==> src/design/pgs_pkg.sv <==
// package for the power-good source select and fault latch block
// assumes a 40 MHz apb clock and one register word per aligned 32-bit address
package pgs_pkg;

  // register indices, byte address is four times the index
  localparam logic [7:0] PGS_IDX_CTRL = 8'h17;
  localparam logic [7:0] PGS_IDX_SEL_A = 8'h18;
  localparam logic [7:0] PGS_IDX_FAULT_A = 8'h19;
  localparam logic [7:0] PGS_IDX_SEL_B = 8'h1A;
  localparam logic [7:0] PGS_IDX_STATUS = 8'h20;

  // select register fields (same layout for both outputs)
  localparam int PGS_SEL_RISE_DELAY_BIT = 7;
  localparam int PGS_SEL_THERMAL_BIT = 6;
  localparam int PGS_SEL_ANALOG_BIT = 5;
  localparam int PGS_SEL_MON_B_BIT = 4;
  localparam int PGS_SEL_MON_A_BIT = 3;
  localparam int PGS_SEL_STEP_UP_BIT = 2;
  localparam int PGS_SEL_STEP_DOWN_B_BIT = 1;
  localparam int PGS_SEL_STEP_DOWN_A_BIT = 0;
  localparam int PGS_NUM_SOURCES = 7;

  // control register fields
  localparam int PGS_CTRL_A_POLARITY_BIT = 0;
  localparam int PGS_CTRL_A_GATING_BIT = 2;
  localparam int PGS_CTRL_B_POLARITY_BIT = 4;
  localparam logic [7:0] PGS_CTRL_MASK = 8'h15;

  // status register fields
  localparam int PGS_STAT_OUT_A_BIT = 8;
  localparam int PGS_STAT_OUT_B_BIT = 9;

  // reset values before the configuration memory is loaded
  localparam logic [7:0] PGS_SEL_RESET = 8'h00;
  localparam logic [7:0] PGS_FAULT_RESET = 8'h00;
  localparam logic [7:0] PGS_CTRL_RESET = 8'h00;

  // timing
  localparam longint PGS_CLK_PERIOD_PS = 25000;
  localparam longint PGS_RISE_DELAY_MS = 11;
  localparam int PGS_RISE_DELAY_CYC =
    int'((PGS_RISE_DELAY_MS * 64'd1000000000 + PGS_CLK_PERIOD_PS - 1) / PGS_CLK_PERIOD_PS);

  // validity of each monitored source, one means valid
  typedef struct packed {
    logic thermal_ok;
    logic analog_supply_ok;
    logic monitor_b_ok;
    logic monitor_a_ok;
    logic step_up_ok;
    logic step_down_b_ok;
    logic step_down_a_ok;
  } pgs_src_s;

  // defaults held in one-time configuration memory
  typedef struct packed {
    logic [7:0] sel_a;
    logic [7:0] sel_b;
    logic [7:0] ctrl;
  } pgs_otp_s;

  typedef enum logic [1:0] {
    PGS_IDLE = 2'b00,
    PGS_WAIT = 2'b01,
    PGS_GOOD = 2'b11
  } pgs_state_e;

endpackage

==> src/design/pgs_power_good.sv <==
// power-good source select, rise delay and fault latch, apb slave
// assumes source validity inputs are synchronous to pclk and otp defaults are stable at reset release
//
// Added by the designer: the APB slave port.
module pgs_power_good
  import pgs_pkg::*;
#(
  parameter int RISE_DELAY_CYCLES = PGS_RISE_DELAY_CYC
) (
  input wire logic pclk,
  input wire logic presetn,
  input wire logic clk_en,
  input wire logic psel,
  input wire logic penable,
  input wire logic pwrite,
  input wire logic [11:0] paddr,
  input wire logic [31:0] pwdata,
  input wire logic [3:0] pstrb,
  output logic [31:0] prdata,
  output logic pready,
  output logic pslverr,
  input wire pgs_src_s src_valid,
  input wire pgs_otp_s otp_defaults,
  output logic power_good_out_a,
  output logic power_good_out_b
);

  localparam int CNT_W = $clog2(RISE_DELAY_CYCLES + 1);

  logic otp_loaded;
  logic [7:0] sel_a;
  logic [7:0] sel_b;
  logic [7:0] ctrl;
  logic [7:0] fault_a;
  // per-source fault latches of output a
  logic out_a_thermal_fault;
  logic out_a_analog_supply_fault;
  logic out_a_monitor_b_fault;
  logic out_a_monitor_a_fault;
  logic out_a_step_up_fault;
  logic out_a_step_down_b_fault;
  logic out_a_step_down_a_fault;
  logic [6:0] fault_clr;
  logic fault_wr;
  logic [6:0] bad_a;
  logic [6:0] bad_b;
  logic ok_a;
  logic ok_b;
  logic out_a_rise_delay_en;
  logic out_b_rise_delay_en;
  // rise-delay state and counter per output
  pgs_state_e st_a;
  pgs_state_e st_b;
  logic [CNT_W-1:0] cnt_a;
  logic [CNT_W-1:0] cnt_b;
  logic [31:0] next_prdata;
  logic addr_hit;
  logic access_start;
  logic access;
  logic wr;

  // sources that are selected and currently invalid
  function automatic logic [6:0] failing(input logic [7:0] sel, input pgs_src_s v);
    failing = sel[PGS_NUM_SOURCES-1:0] & ~v;
  endfunction

  function automatic logic word_at(input logic [11:0] a, input logic [7:0] idx);
    word_at = (a == {2'b00, idx, 2'b00});
  endfunction

  // set wins over clear, so an event in the clearing cycle is never lost
  function automatic logic fault_next(input logic cur, input logic set, input logic clr);
    fault_next = set | (cur & ~clr);
  endfunction

  // the counter stops at the last cycle of the delay
  function automatic logic delay_done(input logic [CNT_W-1:0] c);
    delay_done = (c >= CNT_W'(RISE_DELAY_CYCLES - 1));
  endfunction

  // apb handshake: pready comes one cycle into the access phase
  assign access = clk_en && psel && penable && pready;
  assign wr = access && pwrite && !pslverr && pstrb[0];
  // a transfer is taken on the first access cycle
  assign access_start = clk_en && psel && penable && !pready;

  always_comb begin
    addr_hit = word_at(paddr, PGS_IDX_CTRL) || word_at(paddr, PGS_IDX_SEL_A) ||
               word_at(paddr, PGS_IDX_FAULT_A) || word_at(paddr, PGS_IDX_SEL_B) ||
               word_at(paddr, PGS_IDX_STATUS);
    next_prdata = 32'h0000_0000;
    if (word_at(paddr, PGS_IDX_CTRL)) begin
      next_prdata[7:0] = ctrl;
    end else if (word_at(paddr, PGS_IDX_SEL_A)) begin
      next_prdata[7:0] = sel_a;
    end else if (word_at(paddr, PGS_IDX_FAULT_A)) begin
      next_prdata[7:0] = fault_a;
    end else if (word_at(paddr, PGS_IDX_SEL_B)) begin
      next_prdata[7:0] = sel_b;
    end else if (word_at(paddr, PGS_IDX_STATUS)) begin
      next_prdata[PGS_NUM_SOURCES-1:0] = src_valid;
      next_prdata[PGS_STAT_OUT_A_BIT] = power_good_out_a;
      next_prdata[PGS_STAT_OUT_B_BIT] = power_good_out_b;
    end
  end

  // exactly one wait state: pready rises on the second access cycle and lasts one cycle
  always_ff @(posedge pclk or negedge presetn) begin
    if (!presetn) begin
      pready <= 1'b0;
    end else if (clk_en) begin
      pready <= psel && penable && !pready;
    end
  end

  // an unmapped word answers with an error and has no side effect
  always_ff @(posedge pclk or negedge presetn) begin
    if (!presetn) begin
      pslverr <= 1'b0;
    end else if (clk_en) begin
      pslverr <= psel && penable && !pready && !addr_hit;
    end
  end

  // read data only moves when a transfer is taken, so it stands with pready
  always_ff @(posedge pclk or negedge presetn) begin
    if (!presetn) begin
      prdata <= 32'h0000_0000;
    end else if (access_start) begin
      prdata <= (pwrite || !addr_hit) ? 32'h0000_0000 : next_prdata;
    end
  end

  // defaults are taken one cycle after reset release, since an async reset may only load constants
  always_ff @(posedge pclk or negedge presetn) begin
    if (!presetn) begin
      otp_loaded <= 1'b0;
    end else if (clk_en) begin
      otp_loaded <= 1'b1;
    end
  end

  // select a: loaded once from configuration memory, then owned by software
  always_ff @(posedge pclk or negedge presetn) begin
    if (!presetn) begin
      sel_a <= PGS_SEL_RESET;
    end else if (clk_en) begin
      if (!otp_loaded) begin
        sel_a <= otp_defaults.sel_a;
      end else if (wr && word_at(paddr, PGS_IDX_SEL_A)) begin
        sel_a <= pwdata[7:0];
      end
    end
  end

  // select b mirrors select a for output b
  always_ff @(posedge pclk or negedge presetn) begin
    if (!presetn) begin
      sel_b <= PGS_SEL_RESET;
    end else if (clk_en) begin
      if (!otp_loaded) begin
        sel_b <= otp_defaults.sel_b;
      end else if (wr && word_at(paddr, PGS_IDX_SEL_B)) begin
        sel_b <= pwdata[7:0];
      end
    end
  end

  // control: reserved bits always read zero
  always_ff @(posedge pclk or negedge presetn) begin
    if (!presetn) begin
      ctrl <= PGS_CTRL_RESET;
    end else if (clk_en) begin
      if (!otp_loaded) begin
        ctrl <= otp_defaults.ctrl & PGS_CTRL_MASK;
      end else if (wr && word_at(paddr, PGS_IDX_CTRL)) begin
        ctrl <= pwdata[7:0] & PGS_CTRL_MASK;
      end
    end
  end

  // masked sources never count as failing
  // an empty select means nothing can fail, so the output stays good, except output a while gating holds a fault latched earlier
  assign bad_a = failing(sel_a, src_valid);
  assign bad_b = failing(sel_b, src_valid);

  // a write of one clears a bit only while its source is valid; set wins in the same cycle
  assign fault_wr = wr && word_at(paddr, PGS_IDX_FAULT_A);
  assign fault_clr = {7{fault_wr}} & pwdata[6:0] & src_valid;
  assign fault_a = {1'b0, out_a_thermal_fault, out_a_analog_supply_fault, out_a_monitor_b_fault,
                    out_a_monitor_a_fault, out_a_step_up_fault, out_a_step_down_b_fault, out_a_step_down_a_fault};

  // thermal warning
  always_ff @(posedge pclk or negedge presetn) begin
    if (!presetn) begin
      out_a_thermal_fault <= PGS_FAULT_RESET[PGS_SEL_THERMAL_BIT];
    end else if (clk_en) begin
      out_a_thermal_fault <= fault_next(out_a_thermal_fault, bad_a[6], fault_clr[6]);
    end
  end

  // analog supply
  always_ff @(posedge pclk or negedge presetn) begin
    if (!presetn) begin
      out_a_analog_supply_fault <= PGS_FAULT_RESET[PGS_SEL_ANALOG_BIT];
    end else if (clk_en) begin
      out_a_analog_supply_fault <= fault_next(out_a_analog_supply_fault, bad_a[5], fault_clr[5]);
    end
  end

  // external monitor b
  always_ff @(posedge pclk or negedge presetn) begin
    if (!presetn) begin
      out_a_monitor_b_fault <= PGS_FAULT_RESET[PGS_SEL_MON_B_BIT];
    end else if (clk_en) begin
      out_a_monitor_b_fault <= fault_next(out_a_monitor_b_fault, bad_a[4], fault_clr[4]);
    end
  end

  // external monitor a
  always_ff @(posedge pclk or negedge presetn) begin
    if (!presetn) begin
      out_a_monitor_a_fault <= PGS_FAULT_RESET[PGS_SEL_MON_A_BIT];
    end else if (clk_en) begin
      out_a_monitor_a_fault <= fault_next(out_a_monitor_a_fault, bad_a[3], fault_clr[3]);
    end
  end

  // step-up rail
  always_ff @(posedge pclk or negedge presetn) begin
    if (!presetn) begin
      out_a_step_up_fault <= PGS_FAULT_RESET[PGS_SEL_STEP_UP_BIT];
    end else if (clk_en) begin
      out_a_step_up_fault <= fault_next(out_a_step_up_fault, bad_a[2], fault_clr[2]);
    end
  end

  // step-down rail b
  always_ff @(posedge pclk or negedge presetn) begin
    if (!presetn) begin
      out_a_step_down_b_fault <= PGS_FAULT_RESET[PGS_SEL_STEP_DOWN_B_BIT];
    end else if (clk_en) begin
      out_a_step_down_b_fault <= fault_next(out_a_step_down_b_fault, bad_a[1], fault_clr[1]);
    end
  end

  // step-down rail a
  always_ff @(posedge pclk or negedge presetn) begin
    if (!presetn) begin
      out_a_step_down_a_fault <= PGS_FAULT_RESET[PGS_SEL_STEP_DOWN_A_BIT];
    end else if (clk_en) begin
      out_a_step_down_a_fault <= fault_next(out_a_step_down_a_fault, bad_a[0], fault_clr[0]);
    end
  end

  // gating holds output a inactive until software clears every fault bit
  always_comb begin
    ok_a = ctrl[PGS_CTRL_A_GATING_BIT] ? ~|fault_a : ~|bad_a;
    out_a_rise_delay_en = sel_a[PGS_SEL_RISE_DELAY_BIT];
  end

  // output b has no latched gating, it always shows the live status
  always_comb begin
    ok_b = ~|bad_b;
    out_b_rise_delay_en = sel_b[PGS_SEL_RISE_DELAY_BIT];
  end

  // rise delay: falling is immediate, rising waits the full delay when enabled
  always_ff @(posedge pclk or negedge presetn) begin
    if (!presetn) begin
      st_a <= PGS_IDLE;
      cnt_a <= '0;
    end else if (clk_en) begin
      if (!ok_a) begin
        st_a <= PGS_IDLE;
        cnt_a <= '0;
      end else begin
        unique case (st_a)
          PGS_IDLE: begin
            cnt_a <= '0;
            st_a <= out_a_rise_delay_en ? PGS_WAIT : PGS_GOOD;
          end
          PGS_WAIT: begin
            if (delay_done(cnt_a)) begin
              st_a <= PGS_GOOD;
            end else begin
              cnt_a <= cnt_a + CNT_W'(1);
            end
          end
          PGS_GOOD: begin
            st_a <= PGS_GOOD;
          end
          default: begin
            st_a <= PGS_IDLE;
          end
        endcase
      end
    end
  end

  // a source that drops during the delay restarts the whole delay
  always_ff @(posedge pclk or negedge presetn) begin
    if (!presetn) begin
      st_b <= PGS_IDLE;
      cnt_b <= '0;
    end else if (clk_en) begin
      if (!ok_b) begin
        st_b <= PGS_IDLE;
        cnt_b <= '0;
      end else begin
        unique case (st_b)
          PGS_IDLE: begin
            cnt_b <= '0;
            st_b <= out_b_rise_delay_en ? PGS_WAIT : PGS_GOOD;
          end
          PGS_WAIT: begin
            if (delay_done(cnt_b)) begin
              st_b <= PGS_GOOD;
            end else begin
              cnt_b <= cnt_b + CNT_W'(1);
            end
          end
          PGS_GOOD: begin
            st_b <= PGS_GOOD;
          end
          default: begin
            st_b <= PGS_IDLE;
          end
        endcase
      end
    end
  end

  // output flops; reset shows the inactive level for polarity zero
  always_ff @(posedge pclk or negedge presetn) begin
    if (!presetn) begin
      power_good_out_a <= 1'b0;
    end else if (clk_en) begin
      power_good_out_a <= (st_a == PGS_GOOD) ^ ctrl[PGS_CTRL_A_POLARITY_BIT];
    end
  end

  // output b polarity sits in control bit 4
  always_ff @(posedge pclk or negedge presetn) begin
    if (!presetn) begin
      power_good_out_b <= 1'b0;
    end else if (clk_en) begin
      power_good_out_b <= (st_b == PGS_GOOD) ^ ctrl[PGS_CTRL_B_POLARITY_BIT];
    end
  end

endmodule

==> config.mk <==
export PLATFORM = sky130hd
export DESIGN_NAME = pgs_power_good
export DESIGN_NICKNAME = d
export VERILOG_FILES = /design/src/design/pgs_pkg.sv /design/src/design/pgs_power_good.sv
export SDC_FILE = /design/constraint.sdc
export NUM_CORES = 1
export LEC_CHECK = 0
export BUFFER_PORTS_ARGS = -buffer_cell sky130_fd_sc_hd__buf_2
export CORE_MARGIN = 4
export CORE_UTILIZATION = 49
export CTS_BUF_LIST = sky130_fd_sc_hd__clkbuf_16
export DETAILED_ROUTE_END_ITERATION = 8
export GPL_TIMING_DRIVEN = 0
export PLACE_DENSITY = 0.77
export SLEW_MARGIN = 20
export SYNTH_ARGS = -nofsm -noshare
export SYNTH_HDL_FRONTEND = slang
export SYNTH_SLANG_ARGS = --single-unit
export TNS_END_PERCENT = 100
==> constraint.sdc <==
create_clock -name pclk -period 2 [get_ports pclk]
set_input_delay 0.4 -clock pclk [delete_from_list [all_inputs] [get_ports pclk]]
set_output_delay 0.4 -clock pclk [all_outputs]
set_load 0.02 [all_outputs]
==> results.py, run 1 <==
metrics = {
    "global_routing": {
        "grt_first_pass_wirelength_um": 23800,
        "antenna_found_initial": 0,
        "grt_use_total_pct": 25.2,
        "overflow": 0,
        "grt_max_degree": 43,
        "grt_pass1_vias": 4932,
    },
    "cells_and_area": {
        "finalInstanceArea_um2": 6870,
        "seq_area_um2": 2090,
        "multiInputGateArea_um2": 3130,
        "diodes": 0,
        "drive_gt1_share_pct": 36.3,
        "fillerInstances": 741,
        "area_delta_synth_final_pct": 36.3,
        "final_nets": 809,
    },
    "sta": {
        "tns_ns": -5.11,
        "timing.final.ws_setup_ns": -0.224,
        "rsz0062_at_grt": "yes",
        "finalSetupViolCount": 37,
        "clock-skew-final_ns": 0.00935,
        "post-route-min-period_ns": 2.22,
        "fmax_mhz": 450,
        "timing_worst_slew_pin_value_ns": 0.669,
        "hold_viol_final": 0,
        "slew_headroom_pct": 55.4,
        "maxSlewViolCount": 0,
        "fin_crit_sh_pct": 111,
    },
    "cts": {
        "cts_root_buffer": "clkbuf_16",
        "cts_max_level": 3,
        "insertion_delay_ns": 0.35,
        "cts.clk_slew.worst_paths_ns": 0.07,
        "cts.sinks": 83,
        "cts_buffer_depth": 2,
        "cts_buffers": 9,
        "tritoncts": "built",
    },
    "drt": {
        "drt_pass1_iterations": 5,
        "drtIter0Drc": 611,
        "m1WireLength_um": 6470,
        "wl_per_cell_um": 18.7,
        "antenna_left": 0,
        "drt_wl_total_um": 16100,
        "vias_per_cell": 6.12,
        "wl_met2_um": 8130,
        "met3_length_um": 1060,
        "drc": 0,
        "vias": 5265,
        "highest_layer": "met4",
    },
    "floorplanning": {
        "fp.dieH_um": 109,
        "num_rows": 36,
        "dieArea_um2": 12000,
        "die-width_um": 109,
        "start_util_pct": 50.9,
        "ios": 121,
        "core_area_um2": 9910,
    },
    "power": {
        "p_switching_mw": 1.67,
        "pwr-share-clk_pct": 33.2,
        "peakVddDrop_mv": 0.527,
        "p_int_mw": 3.40,
        "powerDensity_nw_per_um2": 737,
        "power_frac_comb_pct": 28.0,
        "seqPwrFrac_pct": 38.8,
        "p_leak_nw": 3.12,
        "switching_share_pct": 33.0,
    },
    "worst_setup_path": {
        "cp_data_required_time_ns": 2.28,
        "worst_ep_arrival_time_ns": 2.50,
        "worstPathMaxFanout": 6,
        "rr_startpoint": "cnt_b[11]$_DFFE_PN0P_",
        "critPathKind": "register to register",
        "startpoint_type": "register",
        "cp_cell_sequence": "nand3b_1 > nor4_2 > nand2_1 > a31oi_4 > buf_6 > buf_6 > buf_6 > a32o_1",
        "crit_top_cell": "buf_6",
        "cpPeakStageDelay_ns": 0.45,
        "rrSetupSlack_ns": -0.22,
        "crit_start": "cnt_b[11]$_DFFE_PN0P_",
        "critPathCaptureType": "register",
        "critPathSlowestCell": "dfrtp_2",
    },
    "placed_design": {
        "routabilityCongestion": 0.928,
        "io_buffers": 64,
        "dpl.hpwl_um": 10300,
        "dpl-instance-area_um2": 5700,
    },
    "logic_synthesis": {
        "synth_area_um2": 5040,
        "synth-seq-cells": 83,
        "syn_inst": 579,
        "synth_async_sr_flop_share_pct": 100,
        "synth_top_area_share_pct": 41.2,
        "ys_top_cells_by_area": "dfrtp_1 (41%), nand2_1 (5.2%), a21oi_1 (4.6%)",
        "ys_seq_area_share_pct": 41.2,
        "synth.most_common_cell": "dfrtp_1",
        "synth_cell_type_count": 62,
        "netlist_top_cells_count": "dfrtp_1 (83), nand2_1 (70), a21oi_1 (46), inv_1 (30), nand3_1 (30)",
        "ys.flop_type": "dfrtp_1",
        "syn-mean-instance-area_um2": 8.71,
        "synth_edf_count": 0,
        "yosysWarnings": 0,
        "yosysTopAreaCell": "dfrtp_1",
    },
    "outcome": {
        "violations": "setup timing",
        "status": "complete, but fails checks",
    },
    "hold_path": {
        "min_path_type": "primary input to asynchronous set/reset pin",
    },
    "flow_run": {
        "drv_cap": 0,
    },
}
-- layer usage --
metal / up-vias / global-route usage, %
met5: - / 0
met4: 0 / 9.97
met3: 41 / 2.88
met2: 236 / 42.7
met1: 2593 / 32.8
li1: 2395 / -
-- placed cells by master (no fill, tap or decap), types with 9 or more instances in the layout --
cell	Yosys	final
o21ai_1	26	17
buf_4	24	66
and3_1	10	9
dfrtp_2	0	14
nor2_1	26	23
a21oi_1	46	35
o21ai_0	25	25
clkbuf_16	0	9
nand4_1	11	11
o22ai_2	8	9
nand3_1	30	25
nand2_1	70	68
conb_1	1	22
buf_2	5	66
mux2i_1	12	12
a21oi_2	0	9
dfrtp_1	83	69
buf_6	2	10
inv_1	30	30
-- registers in the layout (all words and copies together), names as in the netlist, 2 cells and up --
signal and count:
cnt_a 19, ctrl 3, st_a 2, cnt_b 19
sel_a 8, sel_b 8, prdata 10, st_b 2
-- worst max-delay path: cells and delay by family (launching register included) --
family / cells / cell delay, ns
buffers and inverters: 3 / 0.40
flip-flops: 1 / 0.45
AND/OR/NAND/NOR: 3 / 0.92
AO/OA/AOI/OAI: 2 / 0.39
-- power by group through the flow --
stage | clock network (mW) | registers [mW] | logic [mW]
2_1_floorplan | 0 | 1.95 | 0.689
3_5_place_dp | 0 | 1.97 | 0.978
5_1_grt | 1.75 | 1.98 | 1.52
4_1_cts | 1.68 | 1.95 | 1.23
6_report | 1.68 | 1.96 | 1.42
3_3_place_gp | 0 | 1.95 | 0.945
-- timing repair --
| action | 4_1_cts | 5_1_grt |
|---|---|---|
| setup endpoints to repair | 55 | 60 |
| pin swaps | 14 | 31 |
| resized for setup | 53 | 73 |
| hold buffers | 0 | 0 |
| buffers inserted | 27 | 21 |
| cloned | 4 | 0 |
-- cell type report --
cell class | count | share of cell area, %
timing repair buffer | 113 | 10.8
multi-input combinational | 438 | 45.5
inverter | 31 | 1.69
sequential | 83 | 30.5
clock buffer | 9 | 3.28
buffer | 46 | 4.90
clock inverter | 7 | 0.983
tap | 133 | 2.42
-- cells by family (layout without fill, tap and decap cells) --
kind of cell,count (synthesis),count (layout),share of synthesized area [%]
multiplexers,18,18,3.72
flip-flops,83,83,41.2
AO/OA/AOI/OAI,176,176,23.5
XOR/XNOR,2,2,0.347
buffers and inverters,79,206,8.09
AND/OR/NAND/NOR,218,218,22.6
other,1,22,0.0743
adder cells (fa/ha/maj),2,2,0.496
-- metrics by stage --
step | std cells | hold WS, ns | util [%] | setup WS, ns | power, mW
6_report | 860 | 0.0674 | 69.4 | -0.224 | 5.07
5_1_grt | 860 | 0.116 | 69.4 | -0.300 | 5.24
4_1_cts | 844 | 0.0847 | 65.2 | -0.142 | 4.86
3_5_place_dp | 798 | 0.446 | 57.5 | -0.666 | 2.94
3_3_place_gp | 797 | 0.468 | 57.2 | -0.696 | 2.90
2_1_floorplan | 600 | 0.104 | - | -0.0231 | 2.64
-- final timing paths --
path,end,cells past startpoint
min in group pclk,out_a_analog_supply_fault$_DFFE_PN0P_,2
max in group asynchronous,sel_b[0]$_DFFE_PN0P_,2
worst min register to register,prdata[0]$_DFFE_PN0P_,2
worst min-delay path,cnt_b[7]$_DFFE_PN0P_,1
worst max register to register,cnt_b[1]$_DFFE_PN0P_,8
worst max-delay path,cnt_b[1]$_DFFE_PN0P_,8
(Power assumes the default switching activity.)
==> run 2, diff against run 1 <==
--- a/config.mk
+++ b/config.mk
@@ -8,7 +8,7 @@
 export BUFFER_PORTS_ARGS = -buffer_cell sky130_fd_sc_hd__buf_2
 export CORE_MARGIN = 4
 export CORE_UTILIZATION = 49
-export CTS_BUF_LIST = sky130_fd_sc_hd__clkbuf_16
+export CTS_BUF_LIST = sky130_fd_sc_hd__clkbuf_4 sky130_fd_sc_hd__clkbuf_8 sky130_fd_sc_hd__clkbuf_16
 export DETAILED_ROUTE_END_ITERATION = 8
 export GPL_TIMING_DRIVEN = 0
 export PLACE_DENSITY = 0.77
==> run 2 against run 1 <==
Net effect:
- the run still ends with setup timing left
- via count shrank 2.6%
- sequential power is essentially flat
- combinational power shrank 9%
- cell count is 1.5% lower
- routed wire length decreased by 5.2%
- global-route usage decreased by 1.0 points
- largest cell class unchanged
==> results.py, run 2 (same netlist as run 1, synthesis figures left out) <==
metrics = {
    "cells_and_area": {
        "seq_area_um2": 2090,
        "final_cell_mix": "dfrtp_1 (72), nand2_1 (68), buf_2 (66)",
        "area_delta_synth_final_pct": 31.5,
        "largestRegisters": "cnt_a x19, cnt_b x19, prdata x10",
        "final_nets": 796,
        "layout_commonest_cell": "dfrtp_1",
        "fillerInstances": 797,
        "multiInputGateArea_um2": 3090,
        "diodes": 0,
        "finalInstanceArea_um2": 6640,
        "drive_gt1_share_pct": 34.6,
    },
    "power": {
        "p_switching_mw": 1.56,
        "powerDensity_nw_per_um2": 694,
        "p_leak_nw": 2.99,
        "switching_share_pct": 34.0,
        "p_int_mw": 3.04,
        "pwr-share-clk_pct": 29.3,
        "seqPwrFrac_pct": 42.7,
        "power_frac_comb_pct": 27.9,
        "peakVddDrop_mv": 0.411,
    },
    "placed_design": {
        "io_buffers": 64,
        "dpl-instance-area_um2": 5700,
        "routabilityCongestion": 0.928,
        "dpl.hpwl_um": 10300,
    },
    "global_routing": {
        "grt_max_degree": 43,
        "grt_pass1_vias": 4786,
        "grt_use_total_pct": 24.1,
        "grt_first_pass_wirelength_um": 22900,
        "overflow": 0,
        "antenna_found_initial": 0,
    },
    "sta": {
        "timing.final.ws_setup_ns": -0.141,
        "finalSetupViolCount": 32,
        "timing_worst_slew_pin_value_ns": 0.669,
        "tns_ns": -2.63,
        "clock-skew-final_ns": 0.0202,
        "slew_headroom_pct": 55.4,
        "fin_crit_sh_pct": 107,
        "rsz0062_at_grt": "yes",
        "fmax_mhz": 467,
        "post-route-min-period_ns": 2.14,
        "hold_viol_final": 0,
        "maxSlewViolCount": 0,
    },
    "drt": {
        "wl_per_cell_um": 18.0,
        "antenna_left": 0,
        "vias": 5129,
        "vias_per_cell": 6.06,
        "drt_wl_total_um": 15300,
        "drtIter0Drc": 486,
        "drt_pass1_iterations": 6,
        "drc": 0,
    },
    "worst_setup_path": {
        "startpoint_type": "register",
        "worst_ep_arrival_time_ns": 2.43,
        "cpPeakStageDelay_ns": 0.55,
        "cpLargestDelayFamily": "simple AND/OR/NAND/NOR gates",
        "cp_data_required_time_ns": 2.29,
        "critPathKind": "register to register",
        "worstPathMaxFanout": 5,
        "cp_cell_sequence": "or4b_4 > nor4_4 > o41ai_4 > a221oi_4 > buf_6 > buf_6 > a21oi_1 > o22ai_2",
        "critical_path_buf_inv_count": 2,
        "crit_top_cell": "buf_6",
        "critPathCaptureType": "register",
        "critPathSlowestCell": "or4b_4",
    },
    "outcome": {
        "status": "complete, but fails checks",
        "violations": "setup timing",
    },
    "floorplanning": {
        "dieArea_um2": 12000,
        "num_rows": 36,
        "die-width_um": 109,
        "fp.dieH_um": 109,
        "core_area_um2": 9910,
        "start_util_pct": 50.9,
        "ios": 121,
    },
    "hold_path": {
        "min_path_type": "primary input to asynchronous set/reset pin",
    },
    "cts": {
        "cts_max_level": 3,
        "ctsHoldBuffers": 0,
        "cts.clk_slew.worst_paths_ns": 0.11,
        "cts_buffers": 9,
        "tritoncts": "built",
        "cts.sinks": 83,
        "insertion_delay_ns": 0.38,
        "cts_buffer_depth": 2,
        "cts_root_buffer": "clkbuf_8",
    },
    "flow_run": {
        "drv_cap": 0,
    },
}
[run 2: per-layer routing]
metal	vias up	share of wire, %	track usage (%)
met3	41	5.9	4.29
met2	215	51	40.4
met4	0	2.4	8.10
li1	2360	-	-
met5	-	0	0
met1	2513	41	31.6
[run 2: per-stage QoR]
stage | hold WS [ns] | instances | worst slack (ns) | power, mW | util [%]
final | 0.0231 | 847 | -0.141 | 4.60 | 67.0
after global routing | 0.0682 | 847 | -0.249 | 4.81 | 67.0
after CTS | 0.0537 | 832 | -0.138 | 4.40 | 62.9
after detailed placement | 0.446 | 798 | -0.666 | 2.94 | 57.5
after global placement | 0.468 | 797 | -0.696 | 2.90 | 57.2
after floorplan | 0.104 | 600 | -0.0231 | 2.64 | -
[run 2: worst register-to-register path: stages, from the launching register on]
cell and delay, ns:
dfrtp_1 0.40, or4b_4 0.55, nor4_4 0.19, o41ai_4 0.15, a221oi_4 0.27, buf_6 0.16
buf_6 0.13, a21oi_1 0.06, o22ai_2 0.16
[run 2: final cells by class]
| cell class | instances | area share (%) |
|---|---|---|
| Inverter | 31 | 1.75 |
| Clock buffer | 12 | 2.49 |
| Sequential cell | 83 | 31.5 |
| Timing Repair Buffer | 100 | 9.56 |
| Multi-Input combinational cell | 438 | 46.5 |
| Clock inverter | 4 | 0.848 |
| Tap cell | 133 | 2.51 |
| Buffer | 46 | 4.85 |
[run 2: power by group through the flow]
stage	clock network, mW	logic (mW)	registers, mW
floorplan	0	0.689	1.95
CTS	1.36	1.12	1.93
global route	1.43	1.40	1.99
global placement	0	0.945	1.95
detailed placement	0	0.978	1.97
finish	1.35	1.29	1.97
[run 2: worst paths after layout]
check | end | slack (ns) | start | cells after the start
max | cnt_a[2]$_DFFE_PN0P_ | -0.14 | cnt_a[16]$_DFFE_PN0P_ | 8
min | cnt_b[6]$_DFFE_PN0P_ | 0.02 | presetn | 1
max reg2reg | cnt_a[2]$_DFFE_PN0P_ | -0.14 | cnt_a[16]$_DFFE_PN0P_ | 8
min reg2reg | prdata[0]$_DFFE_PN0P_ | 0.49 | prdata[0]$_DFFE_PN0P_ | 2
max in group asynchronous | cnt_b[0]$_DFFE_PN0P_ | 1.33 | presetn | 2
min in group pclk | out_a_analog_supply_fault$_DFFE_PN0P_ | 0.27 | src_valid[5] | 2
[run 2: what timing repair did]
item / 4_1_cts / 5_1_grt
endpoints found under the setup margin: 54 / 47
pin swaps: 8 / 29
endpoints found under the hold margin: 0 / 0
setup buffers: 17 / 15
gates cloned: 2 / 1
gates resized for setup: 41 / 69
